<file path="src/hw/ncp_regs.vh">
// Message identifiers, field offsets and timing constants for the payload packer
`ifndef NCP_REGS_VH
`define NCP_REGS_VH
`define NCP_ID_DATE_TIME 11'h600
`define NCP_ID_LAT_LON 11'h601
`define NCP_ID_ALTITUDE 11'h602
`define NCP_ID_NED_VEL 11'h603
`define NCP_ID_LEVEL_VEL 11'h604
`define NCP_ID_VEH_ACCEL 11'h605
`define NCP_ID_LEVEL_ACCEL 11'h606
`define NCP_ID_ORIENT 11'h607
`define NCP_ID_VEH_RATE 11'h608
`define NCP_ID_LEVEL_RATE 11'h609
`define NCP_ID_TRACK_SLIP 11'h60A
`define NCP_NUM_MSG 11
`define NCP_DLC 4'h8
`define NCP_OFS_W0 0
`define NCP_OFS_W1 16
`define NCP_OFS_W2 32
`define NCP_OFS_W3 48
`define NCP_OFS_L0 0
`define NCP_OFS_L1 32
`define NCP_HEADING_MAX 16'h8C9F
`define NCP_PITCH_MAX 16'h2328
`define NCP_ROLL_MAX 16'h4650
`define NCP_GPS_UTC_S 16
`define NCP_RESET_PAYLOAD 64'h0
`define NCP_LAST_IDX 4'hA
`define NCP_IDX_SPEED 4'h3
`define NCP_ROOT_TOP 5'h10
`define NCP_SPEED_SAT 16'h7FFF
`endif

</file>
<file path="src/hw/ncp_mag.v">
// Iterative magnitude of two signed 16-bit components
`timescale 1ns/100ps
`include "ncp_regs.vh"
module ncp_mag (
  clk,
  resetn,
  start,
  a_in,
  b_in,
  done,
  mag
);
  input wire clk;
  input wire resetn;
  input wire start;
  input wire [15:0] a_in;
  input wire [15:0] b_in;
  output reg done;
  output reg [15:0] mag;

  reg [33:0] rem_reg;
  reg [16:0] root_reg;
  reg [4:0] cnt_reg;
  reg busy_reg;
  wire [15:0] abs_a;
  wire [15:0] abs_b;
  wire [31:0] sq_a;
  wire [31:0] sq_b;
  wire [33:0] sumsq;
  wire [33:0] trial;

  assign abs_a = a_in[15] ? (16'h0000 - a_in) : a_in;
  assign abs_b = b_in[15] ? (16'h0000 - b_in) : b_in;
  // Squares widened first; inside a concatenation they would keep only 16 bits
  assign sq_a = {16'h0000, abs_a} * {16'h0000, abs_a};
  assign sq_b = {16'h0000, abs_b} * {16'h0000, abs_b};
  assign sumsq = {2'b00, sq_a} + {2'b00, sq_b};
  assign trial = ({17'h00000, root_reg} | (34'h1 << cnt_reg)) * ({17'h00000, root_reg} | (34'h1 << cnt_reg));

  // Bit-serial square root: one result bit per cycle, saves a big divider
  always @(posedge clk or negedge resetn) begin
    if (!resetn) begin
      rem_reg <= 34'h0;
      root_reg <= 17'h0;
      cnt_reg <= 5'h0;
      busy_reg <= 1'b0;
      done <= 1'b0;
      mag <= 16'h0000;
    end else begin
      done <= 1'b0;
      if (start && !busy_reg) begin
        rem_reg <= sumsq;
        root_reg <= 17'h0;
        cnt_reg <= `NCP_ROOT_TOP;
        busy_reg <= 1'b1;
      end else if (busy_reg) begin
        if (trial <= rem_reg)
          root_reg <= root_reg | (17'h1 << cnt_reg);
        if (cnt_reg == 5'h0) begin
          busy_reg <= 1'b0;
          done <= 1'b1;
          // Saturate: magnitude can exceed the signed 16-bit range
          if ((root_reg | ((trial <= rem_reg) ? 17'h1 : 17'h0)) > {1'b0, `NCP_SPEED_SAT})
            mag <= `NCP_SPEED_SAT;
          else
            mag <= root_reg[15:0] | ((trial <= rem_reg) ? 16'h0001 : 16'h0000);
        end else begin
          cnt_reg <= cnt_reg - 5'h1;
        end
      end
    end
  end
endmodule

</file>
<file path="src/hw/ncp_packer.v">
// Navigation measurement to CAN payload packer
`timescale 1ns/100ps
`include "ncp_regs.vh"

module ncp_packer (
  clk,
  resetn,
  sample_valid,
  alt_ellipsoid_sel,
  year_in_century,
  century_field,
  month_field,
  day_field,
  hundredths_second,
  second_field,
  minute_field,
  hour_field,
  latitude_field,
  longitude_field,
  altitude_msl,
  altitude_ellipsoid,
  north_velocity,
  east_velocity,
  down_velocity,
  level_forward_velocity,
  level_lateral_velocity,
  veh_accel_x,
  veh_accel_y,
  veh_accel_z,
  level_accel_fwd,
  level_accel_lat,
  level_accel_down,
  slip_rate_field,
  heading_field,
  pitch_field,
  roll_field,
  body_rate_x,
  veh_rate_y,
  veh_rate_z,
  level_rate_fwd,
  level_rate_lat,
  level_rate_down,
  track_angle_field,
  slip_angle_field,
  curvature_field,
  frame_ready,
  busy,
  frame_valid,
  frame_id,
  frame_dlc,
  frame_data
);
  input wire clk;
  input wire resetn;
  input wire sample_valid;
  input wire alt_ellipsoid_sel;
  input wire [7:0] year_in_century;
  input wire [7:0] century_field;
  input wire [7:0] month_field;
  input wire [7:0] day_field;
  input wire [7:0] hundredths_second;
  input wire [7:0] second_field;
  input wire [7:0] minute_field;
  input wire [7:0] hour_field;
  input wire [31:0] latitude_field;
  input wire [31:0] longitude_field;
  input wire [31:0] altitude_msl;
  input wire [31:0] altitude_ellipsoid;
  input wire [15:0] north_velocity;
  input wire [15:0] east_velocity;
  input wire [15:0] down_velocity;
  input wire [15:0] level_forward_velocity;
  input wire [15:0] level_lateral_velocity;
  input wire [15:0] veh_accel_x;
  input wire [15:0] veh_accel_y;
  input wire [15:0] veh_accel_z;
  input wire [15:0] level_accel_fwd;
  input wire [15:0] level_accel_lat;
  input wire [15:0] level_accel_down;
  input wire [15:0] slip_rate_field;
  input wire [15:0] heading_field;
  input wire [15:0] pitch_field;
  input wire [15:0] roll_field;
  input wire [15:0] body_rate_x;
  input wire [15:0] veh_rate_y;
  input wire [15:0] veh_rate_z;
  input wire [15:0] level_rate_fwd;
  input wire [15:0] level_rate_lat;
  input wire [15:0] level_rate_down;
  input wire [15:0] track_angle_field;
  input wire [15:0] slip_angle_field;
  input wire [15:0] curvature_field;
  input wire frame_ready;
  output reg busy;
  output reg frame_valid;
  output reg [10:0] frame_id;
  output reg [3:0] frame_dlc;
  output reg [63:0] frame_data;

  localparam ST_IDLE = 3'b001;
  localparam ST_MAG = 3'b010;
  localparam ST_SEND = 3'b100;

  reg [2:0] state_reg;
  reg [2:0] state_next;
  reg [3:0] idx_reg;
  reg [3:0] idx_next;
  reg mag_start_reg;
  reg [15:0] speed_reg;
  // Snapshot of one sample set so every frame of a cycle is coherent
  reg [63:0] snap_reg [0:`NCP_NUM_MSG-1];
  reg [63:0] pay [0:`NCP_NUM_MSG-1];
  reg [15:0] hdg_c;
  reg [15:0] pit_c;
  reg [15:0] rol_c;
  wire mag_done;
  wire [15:0] mag_val;
  wire accept;
  wire [15:0] snap_north;
  wire [15:0] snap_east;
  wire [31:0] altitude_sel;
  reg load_frame;
  reg frame_valid_next;
  reg [10:0] frame_id_next;
  reg [3:0] frame_dlc_next;
  reg [63:0] frame_data_next;

  assign accept = sample_valid && (state_reg == ST_IDLE);

  // Root reads the captured velocities, not the live pins, so 603h stays coherent
  assign snap_north = snap_reg[`NCP_IDX_SPEED][15:0];
  assign snap_east = snap_reg[`NCP_IDX_SPEED][31:16];

  // Datum chosen per sample; mean sea level unless the ellipsoid is asked
  assign altitude_sel = alt_ellipsoid_sel ? altitude_ellipsoid : altitude_msl;

  ncp_mag u_mag (
    .clk(clk),
    .resetn(resetn),
    .start(mag_start_reg),
    .a_in(snap_north),
    .b_in(snap_east),
    .done(mag_done),
    .mag(mag_val)
  );

  // Heading is unsigned, so only the top of its range needs a limit
  always @* begin
    hdg_c = (heading_field > `NCP_HEADING_MAX) ? `NCP_HEADING_MAX : heading_field;
  end

  // Pitch clamps symmetric about zero; wrap is not attempted
  always @* begin
    pit_c = pitch_field;
    if ($signed(pitch_field) > $signed(`NCP_PITCH_MAX))
      pit_c = `NCP_PITCH_MAX;
    else if ($signed(pitch_field) < -$signed(`NCP_PITCH_MAX))
      pit_c = 16'h0000 - `NCP_PITCH_MAX;
  end

  // Roll clamps symmetric about zero as well
  always @* begin
    rol_c = roll_field;
    if ($signed(roll_field) > $signed(`NCP_ROLL_MAX))
      rol_c = `NCP_ROLL_MAX;
    else if ($signed(roll_field) < -$signed(`NCP_ROLL_MAX))
      rol_c = 16'h0000 - `NCP_ROLL_MAX;
  end

  // Payload assembly; vectors are LSB-first so byte 0 is bits 7:0
  always @* begin
    // GPS time passes straight through, no UTC offset applied
    pay[0] = {hour_field, minute_field, second_field, hundredths_second,
      day_field, month_field, century_field, year_in_century};
    pay[1] = {longitude_field, latitude_field};
    pay[2] = {32'h00000000, altitude_sel};
    pay[3] = {16'h0000, down_velocity, east_velocity, north_velocity};
    pay[4] = {32'h00000000, level_lateral_velocity, level_forward_velocity};
    pay[5] = {16'h0000, veh_accel_z, veh_accel_y, veh_accel_x};
    pay[6] = {slip_rate_field, level_accel_down, level_accel_lat, level_accel_fwd};
    pay[7] = {16'h0000, rol_c, pit_c, hdg_c};
    pay[8] = {16'h0000, veh_rate_z, veh_rate_y, body_rate_x};
    pay[9] = {16'h0000, level_rate_down, level_rate_lat, level_rate_fwd};
    pay[10] = {16'h0000, curvature_field, slip_angle_field, track_angle_field};
  end

  // Snapshot registers, one per message; raw values carry no offset
  genvar gi;
  generate
    for (gi = 0; gi < `NCP_NUM_MSG; gi = gi + 1) begin : g_snap
      always @(posedge clk or negedge resetn) begin
        if (!resetn)
          snap_reg[gi] <= `NCP_RESET_PAYLOAD;
        else if (accept)
          snap_reg[gi] <= pay[gi];
      end
    end
  endgenerate

  // Sequencer: wait for the speed root, then send 600h..60Ah in order
  always @* begin
    state_next = state_reg;
    idx_next = idx_reg;
    case (state_reg)
      ST_IDLE: begin
        if (sample_valid) begin
          state_next = ST_MAG;
          idx_next = 4'h0;
        end
      end
      ST_MAG: begin
        if (mag_done)
          state_next = ST_SEND;
      end
      ST_SEND: begin
        if (frame_valid && frame_ready) begin
          if (idx_reg == `NCP_LAST_IDX)
            state_next = ST_IDLE;
          else
            idx_next = idx_reg + 4'h1;
        end
      end
      default: begin
        state_next = ST_IDLE;
      end
    endcase
  end

  // State, index and the one-cycle root start pulse
  always @(posedge clk or negedge resetn) begin
    if (!resetn) begin
      state_reg <= ST_IDLE;
      idx_reg <= 4'h0;
      mag_start_reg <= 1'b0;
      speed_reg <= 16'h0000;
      busy <= 1'b0;
    end else begin
      state_reg <= state_next;
      idx_reg <= idx_next;
      mag_start_reg <= accept;
      if (mag_done)
        speed_reg <= mag_val;
      busy <= (state_next != ST_IDLE);
    end
  end

  // Next frame contents; idle slots read as zero so no stale word lingers
  always @* begin
    // A new frame may load only when the slot is empty or being taken
    load_frame = !frame_valid || frame_ready;
    frame_valid_next = (state_next == ST_SEND);
    frame_id_next = 11'h000;
    frame_dlc_next = 4'h0;
    frame_data_next = `NCP_RESET_PAYLOAD;
    if (state_next == ST_SEND) begin
      frame_id_next = `NCP_ID_DATE_TIME + {7'h00, idx_next};
      frame_dlc_next = `NCP_DLC;
      // Speed is ready long before 603h is reached, so the register suffices
      if (idx_next == `NCP_IDX_SPEED)
        frame_data_next = {speed_reg, snap_reg[`NCP_IDX_SPEED][47:0]};
      else
        frame_data_next = snap_reg[idx_next];
    end
  end

  // Output frame register; holds steady while the receiver stalls
  always @(posedge clk or negedge resetn) begin
    if (!resetn) begin
      frame_valid <= 1'b0;
      frame_id <= 11'h000;
      frame_dlc <= 4'h0;
      frame_data <= `NCP_RESET_PAYLOAD;
    end else if (load_frame) begin
      frame_valid <= frame_valid_next;
      frame_id <= frame_id_next;
      frame_dlc <= frame_dlc_next;
      frame_data <= frame_data_next;
    end
  end
endmodule

</file>
<file path="config.mk">
export PLATFORM = sky130hd
export DESIGN_NAME = ncp_packer
export DESIGN_NICKNAME = d
export VERILOG_FILES = /design/src/hw/ncp_mag.v /design/src/hw/ncp_packer.v
export VERILOG_INCLUDE_DIRS = /design/src /design/src/hw
export SDC_FILE = /design/constraint.sdc
export NUM_CORES = 2
export LEC_CHECK = 0
export BUFFER_PORTS_ARGS = -buffer_cell sky130_fd_sc_hd__buf_2
export CORE_MARGIN = 8
export CORE_UTILIZATION = 60
export CTS_CLUSTER_SIZE = 25
export DETAILED_ROUTE_END_ITERATION = 12
export GPL_TIMING_DRIVEN = 0
export PLACE_DENSITY = 0.81
export SLEW_MARGIN = 10
export SYNTH_ARGS = -nofsm -noshare
export SYNTH_HDL_FRONTEND = slang
export SYNTH_SLANG_ARGS = --single-unit
</file>
<file path="constraint.sdc">
create_clock -name clk -period 15.55 [get_ports clk]
set_input_delay 0.7775 -clock clk [delete_from_list [all_inputs] [get_ports clk]]
set_output_delay 0.7775 -clock clk [all_outputs]
set_load 0.005 [all_outputs]
</file>
==> results.md <==
- After synthesis, the share of flip-flops with an asynchronous set or reset is 100%.
- The count of pins over their slew limit is 0.
- Max-cap violations in this run came to 0.
- After routing the design area is 71300 um^2.
- The worst path arrival time is 12550 ps.
- Once placement completed, the tool counted placed cells totaling 9404.
- Subtracting the final worst setup slack from the clock period gives 11960 ps.
- Entering global routing, the biggest net connects 113 pins.
- The cell with the largest stage delay on the worst path is clkinv_1.
- The synthesized design devotes to its leading area cell type 28.2% of total area.
- TritonCTS built the clock tree.
- The number of flip-flops under the largest register name is 512.
- The average instance area after synthesis is 8.61 um^2.
- For this run, the top clock speed supported by timing is 83.6 MHz.
- The nature of the critical path startpoint is a flip-flop.
- After clock tree synthesis, the repair step resized 0 gates.
- The predominant post-synthesis flop cell is dfrtp_1.
- The via count of the first global-routing pass is 58459.
- Of all nets on the critical path, the largest fanout is 10.
- The clock-pin slew on the worst setup and hold paths is 60 ps.
- The min-delay analysis places its worst path in the category primary input to asynchronous set/reset pin.
- Of the available clock period, the critical path in the final layout requires 76.9%.
- The filler cells instantiated in the layout total 8597.
- For this run the aggregate overflow at the end of global routing stands at 0.
- The DRC violation count after routing is 0.
- Between clock sinks in the finished design, the worst skew comes to 63.9 ps.
- The biggest area contributor in the post-synthesis netlist is dfrtp_1.
- Counting every sink on the clock net gives 711.
- The placed instance area is 68400 um^2.
- The count of endpoints failing hold in the final timing report is 0.
- The worst setup path is captured at a flip-flop.
- The count of flip-flops with a built-in enable after synthesis is 0.
- Dividing the detail-routed wire length by the instance count gives 26.4 um.
- Sequential cells were found to cover 28.2% of the synthesized design area.
- The critical path runs through a total of 39 cells.
- After the first detailed-routing iteration, the DRC count stood at 6343.
- The critical path is of the flip-flop to flip-flop type.
- In this run the cell area of the synthesized design comes to 63100 um^2.
- The clock latency of the later-clocked register in the worst-skew pair is 690 ps.
- The initial antenna violation count is 49.
- The standard cell core area is 105000 um^2.
- In the synthesized netlist, the number of instances is 7322.
- The H-tree was split into 3 levels.
- The longest clock path from root to sink contains 3 buffers.
- The first detailed-routing pass ran for 7 iterations.
- Once the clock tree was built, the setup fixing pass inserted 0 buffers.
- The number of CTS-inserted buffers is 80.
- The number of top-level pins is 662.
- The die area is 116000 um^2.
- Dividing the detail-routed via count by the number of cells gives 5.88.
- The post-route netlist has 11.2% of its cells at a drive strength greater than 1.
- The run finished with clean final reports.
- Port buffering added 652 buffers.
- The horizontal extent of the die is 340 um.
- The starting utilization of the core area is 60.2%.
- At the end of the flow, the number of nets in the layout was 9852.
- The die is 340 um tall.
- The utilization after layout is 68.0%.
- The tree is rooted in a clkbuf_16.
- Setup violations remaining at the end of the flow were counted as 0.
- In this design, the largest share of critical-path delay is due to adder cells.
- Global routing consumed, over all layers together, 43.4% of the routing resources.
- The congestion estimate from routability-driven global placement came to 1.09.
- By area the synthesized netlist is led by dfrtp_1 (28%), fa_1 (26%), nand2_1 (13%).
- The synthesized netlist contains 83 unique library cells.
- The tightest hold path in the finished design has a slack of 145 ps.
- The HPWL after detailed placement is 211000 um.
- For this run, the slowest stage of the critical path takes 840 ps.
- After floorplanning, the core was divided into 119 placement rows.
- In this run the remaining antenna-violating nets after routing total 0.
- The wire length of the first global-routing pass is 373000 um.
- For this block, the routed nets add up to 253000 um of wire.
- The required time reported for the critical path endpoint is 16140 ps.
- Measured against its own limit, the worst slew margin works out to 4.51%.
- The number of buffers and inverters on the critical path is 10.
- The detailed router placed 56347 vias in this run.
- The area growth from synthesis to layout is 13.0%.
- Measured in cells, the most critical reg-to-reg path has a length of 39.
- The finished layout holds 9580 standard cells, fillers aside.
- At the pin with the least slew margin, the transition time is 1430 ps.
- During synthesis, Yosys emitted a total of 0 warnings.
- Setup repair after global routing left no endpoint under its margin.
- The flop and latch count out of synthesis is 711.
- The hold buffer count at cts is 0.
==> layout make-up <==
cell class	count	area, um^2	area share, %
multi-input cells	5073	39400	55.3
clock inverters	30	437	0.613
inverters	1223	4590	6.44
diodes	34	85.1	0.119
flip-flops and latches	711	17800	25.0
well taps	1391	1740	2.44
plain buffers	346	1430	2.00
clock buffers	112	2310	3.25
repair buffers	660	3480	4.88
==> metrics by stage <==
stage,worst slack (ps),setup TNS [ps]
6_report,3590,0
5_1_grt,3310,0
4_1_cts,3450,0
3_5_place_dp,3530,0
3_3_place_gp,-1700,-1029170
2_1_floorplan,6160,0
==> Yosys cell counts, types with 32 or more instances <==
library cell / count
a21oi_1: 172
ha_1: 368
fa_1: 808
xnor2_1: 70
and2_1: 64
buf_2: 42
o21ai_0: 145
inv_1: 1196
a31oi_1: 57
mux2i_1: 34
clkbuf_1: 271
and3_1: 34
a211oi_1: 47
a21o_1: 39
nand2_1: 2140
nor2_1: 298
xor2_1: 46
o31ai_1: 58
nor3_1: 37
nand3_1: 284
dfrtp_1: 710
a32oi_1: 32
==> worst reg2reg max path: cells and delay by family, from the launching register on <==
family,cells,cell delay (ps)
adder cells (fa/ha/maj),11,4950
XOR/XNOR,1,170
AND/OR/NAND/NOR,8,1940
AO/OA/AOI/OAI,9,2770
flip-flops,1,450
buffers and inverters,10,1630
==> worst paths after layout <==
check | startpoint | end | slack [ps]
max | u_mag.cnt_reg[0] | u_mag.root_reg[15] | 3590
min | resetn | snap_reg[675] | 140
max reg2reg | u_mag.cnt_reg[0] | u_mag.root_reg[15] | 3590
min in group clk | level_accel_fwd[11] | snap_reg[267] | 270
max in group asynchronous | resetn | snap_reg[586] | 13010
min reg2reg | snap_reg[667] | snap_reg[667] | 480
==> per-layer routing <==
layer | vias to the layer above | track usage [%] | wire (um)
li1 | 24194 | - | -
met1 | 27617 | 55.1 | 92500
met2 | 3660 | 66.0 | 111000
met3 | 866 | 11.1 | 28200
met4 | 10 | 28.9 | 21700
met5 | - | 0 | 53
==> cells in the final DEF (no fill, tap or decap), types with 33 or more instances in the layout <==
cell          n
a31oi_1      57
ha_1        368
a21oi_1     167
mux2i_1      34
nand3_1     284
a21o_1       39
buf_2       693
xnor2_1      70
diode_2      34
xor2_1       46
nor2_1      298
dfrtp_1     710
inv_1      1196
and3_1       34
clkbuf_16    81
conb_1       33
o21ai_0     145
o31ai_1      58
a211oi_1     47
and2_1       64
fa_1        808
clkbuf_1    280
nor3_1       37
nand2_1    2140
==> cells by family after synthesis <==
| logic type | count (synthesis) | share of synthesized area [%] |
|---|---|---|
| AOI/OAI and AO/OA | 711 | 7.37 |
| xor gates and xnor gates | 117 | 1.64 |
| other | 2 | 0.0119 |
| muxes | 52 | 0.861 |
| DFF | 711 | 28.2 |
| buffers and inverters | 1569 | 9.53 |
| and+or+nand+nor | 2984 | 19.4 |
| adders and majority gates | 1176 | 32.9 |
Power is left out: the tool's default activity adds up to more than one toggle a clock period on the data nets, which glitch-free logic cannot reach.
